### config.mk
export PLATFORM = sky130hd
export DESIGN_NAME = ppmre_exec
export DESIGN_NICKNAME = d
export VERILOG_FILES = /design/src/pkg/ppmre_pkg.sv /design/src/rtl/ppmre_exec.sv
export SDC_FILE = /design/constraint.sdc
export NUM_CORES = 1
export LEC_CHECK = 0
export ABC_AREA = 1
export BUFFER_PORTS_ARGS = -buffer_cell sky130_fd_sc_hd__buf_4
export CORE_MARGIN = 8
export CORE_UTILIZATION = 59
export DETAILED_ROUTE_END_ITERATION = 7
export GPL_ROUTABILITY_DRIVEN = 0
export HOLD_SLACK_MARGIN = 0.1
export MAX_ROUTING_LAYER = met4
export PLACE_DENSITY = 0.79
export RECOVER_POWER = 25
export SKIP_LAST_GASP = 1
export SLEW_MARGIN = 20
export SYNTH_ARGS = -nofsm -noshare
export SYNTH_HDL_FRONTEND = slang
export SYNTH_SLANG_ARGS = --single-unit
### constraint.sdc
create_clock -name mclk -period 3.7 [get_ports mclk]
set_input_delay 0.555 -clock mclk [delete_from_list [all_inputs] [get_ports mclk]]
set_output_delay 0.555 -clock mclk [all_outputs]
set_load 0.01 [all_outputs]
### src/pkg/ppmre_pkg.sv
/*
  Constants for the memory-reference execution sequencer of a 12-bit peripheral processor.
  Assumes a storage that answers a read within the cycle in which the registered request stands.
*/
// Overview of operation
// RULE1 - The indirect decrement-and-replace opcode loads minus one into the accumulator, then adds the operand.
// RULE2 - A 12-bit memory operand is widened to 18 bits with six zero bits before it is added.
// RULE3 - Decrement-and-replace keeps the full sum in the accumulator and writes back only its low 12 bits.
// RULE4 - Decrement-and-replace takes four storage cycles: pointer, operand, write-back, next instruction.
// RULE5 - Load clears the accumulator and enters the operand with the six high bits zero.
// RULE6 - Direct forms take three storage cycles: second word, operand access, next instruction.
// RULE7 - Indexed forms address memory at the second word plus the short-field location, in 12-bit one's complement.
// RULE8 - Programs must give indexed forms a nonzero short field.
// RULE9 - Indexed forms take four storage cycles: second word, index location, operand, next instruction.
// RULE10 - Add adds the zero-extended operand to the accumulator in 18-bit one's complement.
// RULE11 - Subtract adds an operand with six high bits one and low 12 bits the complement of the word.
// RULE12 - Logical difference replaces only the low 12 accumulator bits.
// RULE13 - Logical difference is a bitwise exclusive OR.
// RULE14 - Direct store writes the low 12 accumulator bits at the second-word address and leaves the accumulator.
// RULE15 - Direct store writes in the second storage cycle and fetches the next instruction in the third.
// RULE16 - The 18-bit one's complement adder feeds the top carry back into the least significant bit.
package ppmre_pkg;
  localparam int unsigned WORD_W = 12;
  localparam int unsigned ACC_W  = 18;
  localparam logic [5:0] OP_DEC_IND  = 6'h27;
  localparam logic [5:0] OP_LOAD     = 6'h28;
  localparam logic [5:0] OP_ADD      = 6'h29;
  localparam logic [5:0] OP_SUB      = 6'h2A;
  localparam logic [5:0] OP_XOR      = 6'h2B;
  localparam logic [5:0] OP_STORE    = 6'h2C;
  localparam logic [17:0] ACC_MINUS_ONE = 18'h3_FFFE;
  localparam logic [17:0] ACC_RESET     = 18'h0_0000;
  localparam logic [11:0] WORD_RESET    = 12'h000;
  typedef enum logic [2:0] {PPMRE_IDLE, PPMRE_FETCH_M, PPMRE_FETCH_D, PPMRE_OPERAND,
                            PPMRE_WRITE, PPMRE_NEXT} ppmre_state_t;
endpackage

### src/rtl/ppmre_exec.sv
/*
  Execution sequencer for memory-reference instructions of a 12-bit peripheral processor.
  Assumes instruction decode hands over the first word with a one-cycle start pulse and that
  storage answers a read within the cycle in which the registered request stands, one request per cycle.
*/
`timescale 1ns/1ns
module ppmre_exec (
  input  wire logic        mclk,       // 25 MHz clock.
  input  wire logic        rst_n,      // Asynchronous reset, active low.
  input  wire logic        start,      // Pulse: begin executing instr.
  input  wire logic [11:0] instr,      // First instruction word: opcode and short field.
  input  wire logic [11:0] pc_next,    // Address of the next instruction word.
  input  wire logic [11:0] mem_rdata,  // Storage read data, valid while a read stands.
  output logic             mem_req,    // Storage reference request.
  output logic             mem_we,     // Storage reference is a write.
  output logic [11:0]      mem_addr,   // Storage address.
  output logic [11:0]      mem_wdata,  // Storage write data.
  output logic             busy,       // Sequence in progress.
  output logic             done,       // Pulse with the next-instruction fetch.
  output logic [17:0]      acc         // Accumulator.
);
  ppmre_pkg::ppmre_state_t state_reg;
  logic [5:0]  op_reg;
  logic [5:0]  d_reg;
  logic        indexed_reg;
  logic [11:0] q_reg;
  logic [17:0] acc_reg;

  // End-around carry adders.
  function automatic logic [17:0] oc_add18(input logic [17:0] a, input logic [17:0] b);
    logic [18:0] s;
    s = {1'b0, a} + {1'b0, b};
    oc_add18 = s[17:0] + {17'h0_0000, s[18]}; // see RULE16
  endfunction

  function automatic logic [11:0] oc_add12(input logic [11:0] a, input logic [11:0] b);
    logic [12:0] s;
    s = {1'b0, a} + {1'b0, b};
    oc_add12 = s[11:0] + {11'h000, s[12]};
  endfunction

  wire logic [17:0] opnd_pos = {6'h00, mem_rdata}; // see RULE2
  wire logic [17:0] opnd_neg = {6'h3F, ~mem_rdata}; // see RULE11
  wire logic [11:0] eff_addr = oc_add12(q_reg, mem_rdata); // see RULE7

  logic [17:0] acc_next;
  always_comb begin
    acc_next = acc_reg;
    unique case (op_reg)
      ppmre_pkg::OP_DEC_IND: acc_next = oc_add18(acc_reg, opnd_pos); // see RULE1
      ppmre_pkg::OP_LOAD:    acc_next = opnd_pos; // see RULE5
      ppmre_pkg::OP_ADD:     acc_next = oc_add18(acc_reg, opnd_pos); // see RULE10
      ppmre_pkg::OP_SUB:     acc_next = oc_add18(acc_reg, opnd_neg); // see RULE11
      ppmre_pkg::OP_XOR:     acc_next = {acc_reg[17:12], acc_reg[11:0] ^ mem_rdata}; // see RULE12 see RULE13
      default:               acc_next = acc_reg; // see RULE14
    endcase
  end

  // Sequencer: each branch registers the storage reference for the following cycle. Storage answers a read
  // within that cycle, so the word is taken at the edge that ends it.
  always_ff @(posedge mclk or negedge rst_n) begin
    if (!rst_n) begin
      state_reg   <= ppmre_pkg::PPMRE_IDLE;
      op_reg      <= 6'h00;
      d_reg       <= 6'h00;
      indexed_reg <= 1'b0;
      mem_req     <= 1'b0;
      mem_we      <= 1'b0;
      mem_addr    <= ppmre_pkg::WORD_RESET;
      mem_wdata   <= ppmre_pkg::WORD_RESET;
      busy        <= 1'b0;
      done        <= 1'b0;
    end else begin
      mem_req <= 1'b0;
      mem_we  <= 1'b0;
      done    <= 1'b0;
      unique case (state_reg)
        ppmre_pkg::PPMRE_IDLE: begin
          if (start) begin
            busy    <= 1'b1;
            d_reg   <= instr[5:0];
            mem_req <= 1'b1;
            if (instr[11:6] == ppmre_pkg::OP_DEC_IND) begin
              op_reg    <= instr[11:6];
              mem_addr  <= {6'h00, instr[5:0]}; // see RULE4
              state_reg <= ppmre_pkg::PPMRE_OPERAND;
            end else begin
              op_reg      <= {3'h5, instr[8:6]};
              indexed_reg <= (instr[5:0] != 6'h00); // see RULE8
              mem_addr    <= pc_next; // see RULE6 see RULE9
              state_reg   <= ppmre_pkg::PPMRE_FETCH_M;
            end
          end
        end
        ppmre_pkg::PPMRE_FETCH_M: begin
          mem_req <= 1'b1;
          if (indexed_reg) begin
            mem_addr  <= {6'h00, d_reg}; // see RULE9
            state_reg <= ppmre_pkg::PPMRE_FETCH_D;
          end else begin
            mem_addr  <= mem_rdata;
            mem_we    <= (op_reg == ppmre_pkg::OP_STORE); // see RULE15
            mem_wdata <= acc_reg[11:0]; // see RULE14
            state_reg <= ppmre_pkg::PPMRE_OPERAND;
          end
        end
        ppmre_pkg::PPMRE_FETCH_D: begin
          mem_req   <= 1'b1;
          mem_addr  <= eff_addr; // see RULE7
          mem_we    <= (op_reg == ppmre_pkg::OP_STORE);
          mem_wdata <= acc_reg[11:0];
          state_reg <= ppmre_pkg::PPMRE_OPERAND;
        end
        ppmre_pkg::PPMRE_OPERAND: begin
          mem_req <= 1'b1;
          if (op_reg == ppmre_pkg::OP_DEC_IND && !mem_we) begin
            mem_addr  <= mem_rdata; // see RULE4
            state_reg <= ppmre_pkg::PPMRE_WRITE;
          end else begin
            // The operand is taken, or the store written, at this edge, so the next-instruction fetch closes the sequence.
            mem_addr  <= pc_next; // see RULE6 see RULE9
            done      <= 1'b1;
            busy      <= 1'b0;
            state_reg <= ppmre_pkg::PPMRE_IDLE;
          end
        end
        ppmre_pkg::PPMRE_WRITE: begin
          mem_req   <= 1'b1;
          mem_we    <= 1'b1;
          mem_addr  <= q_reg; // see RULE4
          mem_wdata <= acc_next[11:0]; // see RULE3
          state_reg <= ppmre_pkg::PPMRE_NEXT;
        end
        ppmre_pkg::PPMRE_NEXT: begin
          mem_req   <= 1'b1;
          mem_addr  <= pc_next;
          done      <= 1'b1;
          busy      <= 1'b0;
          state_reg <= ppmre_pkg::PPMRE_IDLE;
        end
      endcase
    end
  end

  // Pointer-hold register captures the second word or the indirect pointer.
  always_ff @(posedge mclk or negedge rst_n) begin
    if (!rst_n) begin
      q_reg <= ppmre_pkg::WORD_RESET;
    end else begin
      if (state_reg == ppmre_pkg::PPMRE_FETCH_M || (state_reg == ppmre_pkg::PPMRE_OPERAND
          && op_reg == ppmre_pkg::OP_DEC_IND && !mem_we)) begin
        q_reg <= mem_rdata;
      end
    end
  end

  // Accumulator: minus one is preloaded at start of decrement-and-replace.
  wire logic acc_upd = (state_reg == ppmre_pkg::PPMRE_OPERAND && op_reg != ppmre_pkg::OP_DEC_IND)
                     || state_reg == ppmre_pkg::PPMRE_WRITE;
  always_ff @(posedge mclk or negedge rst_n) begin
    if (!rst_n) begin
      acc_reg <= ppmre_pkg::ACC_RESET;
    end else if (state_reg == ppmre_pkg::PPMRE_IDLE && start && instr[11:6] == ppmre_pkg::OP_DEC_IND) begin
      acc_reg <= ppmre_pkg::ACC_MINUS_ONE; // see RULE1
    end else if (acc_upd && !mem_we) begin
      acc_reg <= acc_next;
    end
  end
  assign acc = acc_reg;

  // Storage-port address and data checks, restated from the rules rather than from the sequencer.
  logic [12:0] chk_index_raw;
  logic [11:0] chk_index_sum;
  assign chk_index_raw = {1'b0, q_reg} + {1'b0, mem_rdata};
  assign chk_index_sum = chk_index_raw[11:0] + {11'h000, chk_index_raw[12]};
endmodule

==> results of run 1 <==
-- power groups by stage --
| stage | combinational, uW | clock, uW | sequential, uW |
|---|---|---|---|
| after floorplan | 4110 | 0 | 1530 |
| after global placement | 6200 | 0 | 1460 |
| after detailed placement | 6300 | 0 | 1460 |
| after CTS | 6350 | 928 | 1450 |
| after global routing | 7510 | 961 | 1530 |
| final | 6920 | 923 | 1510 |
-- worst max-delay path, delay by kind of cell (launching register included) --
kind / cells / cell delay (ns)
simple gates: 19 / 2.35
buf+inv: 2 / 0.22
flops: 1 / 0.45
fa+ha+maj: 3 / 0.55
-- stage by stage --
step           total power, uW  std cells
3_3_place_gp              7660       1575
2_1_floorplan             5640       1258
5_1_grt                  10000       1603
4_1_cts                   8730       1591
6_report                  9350       1603
3_5_place_dp              7760       1575
-- Yosys cell counts (all sizes together) (4+ instances only) --
cell type  count
ha            42
xor2          10
o21bai         7
a211oi         4
inv          192
o21ai         83
buf           18
nand2        395
nor3          10
a221oi         9
nand4         27
o22ai         15
a21oi         65
nand3        113
dfrtp         74
a31oi          9
nor2         141
clkbuf        16
-- worst max-delay path by stage --
| stage | startpoint | cells after the start | to |
|---|---|---|---|
| 2_1_floorplan | mem_rdata[0] | 27 | mem_wdata[8] |
| 3_3_place_gp | mem_rdata[9] | 27 | acc[14] |
| 3_5_place_dp | mem_rdata[8] | 26 | acc[14] |
| 4_1_cts | acc[1] | 23 | mem_wdata[6] |
| 5_1_grt | acc[7] | 26 | acc[14] |
| 6_report | acc[9] | 24 | acc[14] |
-- layer usage --
metal	wire length, um	share of wire	GRT usage
met4	1070	0.038	0.104
met1	11900	0.42	0.443
met5	0	0	-
met2	11700	0.41	0.432
met3	3560	0.13	0.0648
-- repair_timing --
item,4_1_cts,5_1_grt
hold endpoints to repair,0,0
gates resized for setup,1,68
hold buffers,0,0
buffers inserted,0,12
pin swaps,0,28
setup endpoints to repair,2,25
-- cell type report --
cell class                 instances  area (um^2)
inverter                         192          721
clock buffer                       9          225
fill                            1031         3230
timing repair buffer             187         1410
multi-input combinational        958         5390
clock inverter                     7         82.6
tap                              176          220
sequential                        74         1860
-- cell families after synthesis --
kind of cell / Yosys count / synth area share
XOR/XNOR: 12 / 0.0153
AND/OR/NAND/NOR: 694 / 0.406
AO/OA/AOI/OAI: 207 / 0.153
buffers and inverters: 226 / 0.116
adder cells (fa/ha/maj): 45 / 0.0745
flip-flops: 74 / 0.236
==> impl_metrics.csv, run 1 <==
group,metric,value,unit
die,start_util,0.598,
cells_and_area,drive_above_1_share,0.250,
cts,clockBufferDepth,2,
pwr,ir_drop,540,uV
sta,period_minus_slack,3.69,ns
critical_path,timing.rr.end,"acc[14]",
sta,rsz0062_at_grt,"true",
yosys,synth_area_leaders,"dfrtp_1, nand2_1, inv_1",
min_path,hp-start,"instr[8]",
sta,finalSetupViolations,0,
yosys,synth_area,7860,um^2
cts,clock_latency,0.35,ns
die,core-area,13100,um^2
pwr,p_leak,0.00510,uW
yosys,synth_flop_cell,"dfrtp_1",
detailed_routing,routed-via-count,9351,
global_route,antenna_found_initial,0,
critical_path,r2r_slack,0.01,ns
cts,clkSinkCount,74,
critical_path,r2r_start,"acc[9]",
sta,tightest_slew,1.88,ns
pwr,p_clk_frac,0.099,
sta,slew_viol_final,75,
cts,cts_tree,"done",
cells_and_area,num_antenna_cells,0,
detailed_routing,post_drt_wl_per_cell,17.6,um
yosys,synth-edff-count,0,
status,run_status,"finished with violations",
detailed_routing,antenna_left,0,
critical_path,critPathSlowestCell,"dfrtp_2",
yosys,ys_types,50,
die,ios,85,
global_route,grt_usage,0.313,
critical_path,arrival,3.92,ns
critical_path,path_cells,"ha_4, nor2_4, nand2_2, nor3_4, nand2_4, nand3_2, nand2_2, nor4_4, buf_4, ha_4, ha_4, inv_2, nor2_4, nand3_2, nor2_4, nand3_4, nor2_4, nand4_1, nor2_2, nand3_1, nand3_1, nand2_1, nand2_1, nand2_1",
cells_and_area,largest_reg_flops,18,
detailed_routing,drt_first_pass_iters,8,
critical_path,reg2regPathDepth,24,
status,violations,"capacitance limit, slew limit",
die,fp.dieH,131,um
sta,fin_setup_tns,0,ns
cells_and_area,final_common_cell,"nand2_1",
sta,slew_headroom,-0.251,
detailed_routing,vias_per_cell,5.83,
yosys,async_flop_share,1.00,
cts,cts_buffers,9,
job,cap_violations,1,
yosys,synth_area_leader_cell,"dfrtp_1",
cts,htreeDepth,3,
yosys,ys_seq_elements,74,
critical_path,crit_fanout,4,
pwr,swShare,0.554,
critical_path,crit_top_cell,"nor2_4",
place,place_area,9200,um^2
sta,finalHoldViolCount,0,
detailed_routing,drc,0,
yosys,synth_warnings,0,
min_path,hold_depth,3,
global_route,gr-total-overflow,0,
place,io_buffers,84,
cells_and_area,fin_nets,1506,
min_path,min_to,"op_reg[2]",
global_route,grt_pass1_vias,8191,
detailed_routing,drt_iter0_markers,1342,
cells_and_area,fin_util,0.754,
yosys,syn_nets,1342,
critical_path,end_kind,"flop",
cts,clkTransAtPathRegs,0.06,ns
die,rows,42,
die,die-area,17300,um^2
sta,max_freq,271,MHz
global_route,grt_pass1_wl,42600,um
critical_path,max_stage_delay,0.45,ns
sta,whs,0.421,ns
sta,fin_ws,0.0146,ns
sta,finClkSkew,0.00679,ns
critical_path,crit_required,3.93,ns
critical_path,path_class,"flop to flop",
cells_and_area,synthToLayoutAreaGrowth,26.1,%
pwr,p_switching,5180,uW
place,place_ws,-0.273,ns
pwr,power.share.combinational,0.740,
detailed_routing,wirelength,28300,um
pwr,pwr-share-seq,0.161,
cells_and_area,final_cell_mix,"nand2_1, buf_4, inv_1, nor2_1, nand3_1",
pwr,power.density,943,nW/um^2
critical_path,startpoint_type,"flop",
yosys,synth_top_cell_area_share,0.236,
place,hpwlAfterDp,21700,um
pwr,intPower,4170,uW
die,die_w,131,um
yosys,avgSynthCellArea,6.25,um^2
min_path,hold_class,"primary input to flop",
sta,fin_crit_sh,0.996,
yosys,seq_area_frac_synth,0.236,
yosys,syn_inst,1258,
cts,root_buffer,"clkbuf_16",
global_route,grt_max_degree,75,
cells_and_area,final_area,9910,um^2
Note: power is estimated with default switching activity, not from simulation.
==> inputs of run 2 (changes only) <==
- PLACE_DENSITY: 0.79 -> 0.89
- SKIP_CTS_REPAIR_TIMING: unset -> 1
==> impl_metrics.csv, run 2 (synthesized netlist as in run 1, its figures left out) <==
group,metric,value,unit
status,run_status,"finished with violations",
status,violations,"DRC, capacitance limit, slew limit, setup timing",
critical_path,critPathSlowestCell,"nor4_4",
cells_and_area,seq_area,1860,um^2
pwr,p_leak,0.00507,uW
sta,slew_headroom,-0.277,
critical_path,crit_top_cell,"nand2_1",
pwr,pwr-share-seq,0.157,
global_route,antenna_found_initial,0,
sta,rsz0062_at_grt,"true",
cells_and_area,fin_nets,1496,
detailed_routing,wirelength,32500,um
detailed_routing,drt_first_pass_iters,8,
critical_path,crit_required,3.94,ns
job,cap_violations,1,
global_route,grt_pass1_wl,45900,um
critical_path,critical-path-top-delay-family,"simple AND/OR/NAND/NOR gates",
cts,root_buffer,"clkbuf_16",
sta,period_minus_slack,4.34,ns
global_route,grt_pass1_vias,9155,
sta,max_freq,231,MHz
place,hpwlAfterDp,21800,um
critical_path,reg2regPathDepth,22,
pwr,ir_drop,631,uV
sta,finClkSkew,0.0123,ns
critical_path,startpoint_type,"flop",
die,rows,42,
detailed_routing,vias_per_cell,6.43,
critical_path,crit_fanout,8,
die,core-area,13100,um^2
critical_path,r2r_start,"acc[9]",
cts,htreeDepth,3,
sta,fin_ws,-0.635,ns
die,start_util,0.598,
cts,cts_buffers,9,
sta,fin_crit_sh,1.17,
min_path,hold_class,"primary input to flop",
cts,clock_latency,0.35,ns
cells_and_area,final_cell_mix,"nand2_1, buf_4, inv_1, nor2_1, nand3_1",
die,die_w,131,um
cts,clkTransAtPathRegs,0.07,ns
sta,fin_setup_tns,-12.63,ns
pwr,swShare,0.560,
global_route,grt_usage,0.333,
critical_path,max_stage_delay,0.53,ns
critical_path,timing.rr.end,"mem_wdata[6]",
cells_and_area,synthToLayoutAreaGrowth,25.2,%
die,fp.dieH,131,um
cts,clockBufferDepth,2,
critical_path,r2r_slack,-0.64,ns
cts,cts_tree,"done",
critical_path,path_cells,"ha_4, buf_4, inv_1, a21oi_1, nand2_1, nand2_1, nand3_2, nand2_2, nor4_4, ha_2, ha_4, inv_2, nor2_4, nand3_2, nor2_4, nand3_4, nand2_1, o22ai_1, a211oi_1, nand2_1, nand2_1, nand2_1",
cells_and_area,multiInputGateArea,5340,um^2
pwr,power.density,994,nW/um^2
die,die-area,17300,um^2
critical_path,end_kind,"flop",
critical_path,path_class,"flop to flop",
sta,finalSetupViolations,27,
global_route,grt_max_degree,75,
critical_path,cp-startpoint,"acc[9]",
cells_and_area,final_common_cell,"nand2_1",
die,ios,85,
detailed_routing,post_drt_wl_per_cell,20.4,um
pwr,p_clk_frac,0.114,
sta,tightest_slew,1.92,ns
sta,whs,0.431,ns
place,io_buffers,84,
critical_path,arrival,4.57,ns
critical_path,worst-path-stages,22,
cells_and_area,nFillCells,869,
pwr,intPower,4300,uW
place,place_area,9100,um^2
pwr,power.share.combinational,0.729,
cells_and_area,final_area,9840,um^2
critical_path,endpoint,"mem_wdata[6]",
place,numPlacedInstances,1562,
cells_and_area,drive_above_1_share,0.237,
cells_and_area,num_antenna_cells,0,
cts,clkSinkCount,74,
sta,finalHoldViolCount,0,
pwr,power.total,9780,uW
pwr,p_switching,5480,uW
critical_path,critical_path_buf_inv_count,3,
detailed_routing,drc,1,
detailed_routing,routed-via-count,10200,
detailed_routing,drt_iter0_markers,2231,
detailed_routing,antenna_left,0,
sta,slew_viol_final,75,
cells_and_area,stdcell_count,1593,
global_route,gr-total-overflow,0,
cells_and_area,largest_reg_flops,18,
==> run 2: changes by cell type in the layout (fill, tap and decap cells not counted), sizes merged <==
cell      change
buf          -10
clkinvlp      -2
bufinv        +3
inv           -1
==> run 2: final cells by class <==
type                       instances  share of cell area
clock buffer                       9              0.0229
clock inverter                     7              0.0149
sequential                        74               0.189
inverter                         192              0.0733
timing repair buffer             177               0.135
multi-input combinational        958               0.542
tap                              176              0.0224
==> run 2: worst min path at each step <==
stage / slack, ns / depth (start not counted) / startpoint / to
after floorplan: 0.26 / 0 / rst_n / acc[0]
after global placement: 0.45 / 2 / op_reg[4] / op_reg[4]
after detailed placement: 0.45 / 2 / op_reg[4] / op_reg[4]
after CTS: 0.39 / 1 / rst_n / mem_addr[8]
after global routing: 0.44 / 3 / start / mem_req
final: 0.43 / 3 / instr[8] / op_reg[2]
==> run 2: through the flow <==
stage	utilization	setup WS, ns
6_report	0.749	-0.635
5_1_grt	0.749	-0.826
4_1_cts	0.721	-0.227
3_5_place_dp	0.693	-0.337
3_3_place_gp	0.693	-0.0685
2_1_floorplan	-	0.226
==> run 2: tightest hold or removal path, stage by stage <==
cell     delay (ns)
buf_4          0.09
nand2_1        0.05
nand2_1        0.05
==> run 2: power groups by stage <==
stage	registers [uW]	logic (uW)	clock network, uW
4_1_cts	1480	6310	1100
6_report	1530	7130	1120
5_1_grt	1550	7600	1140
3_5_place_dp	1480	6180	0
2_1_floorplan	1530	4110	0
3_3_place_gp	1470	6020	0
==> run 2: layer usage <==
| metal | global-route usage | wire (um) | share of wire | up-vias |
|---|---|---|---|---|
| met1 | 0.421 | 11200 | 0.34 | 4595 |
| li1 | - | - | - | 4389 |
| met2 | 0.486 | 13700 | 0.42 | 989 |
| met5 | - | 0 | 0 | - |
| met3 | 0.0736 | 5430 | 0.17 | 274 |
| met4 | 0.183 | 2220 | 0.068 | 0 |
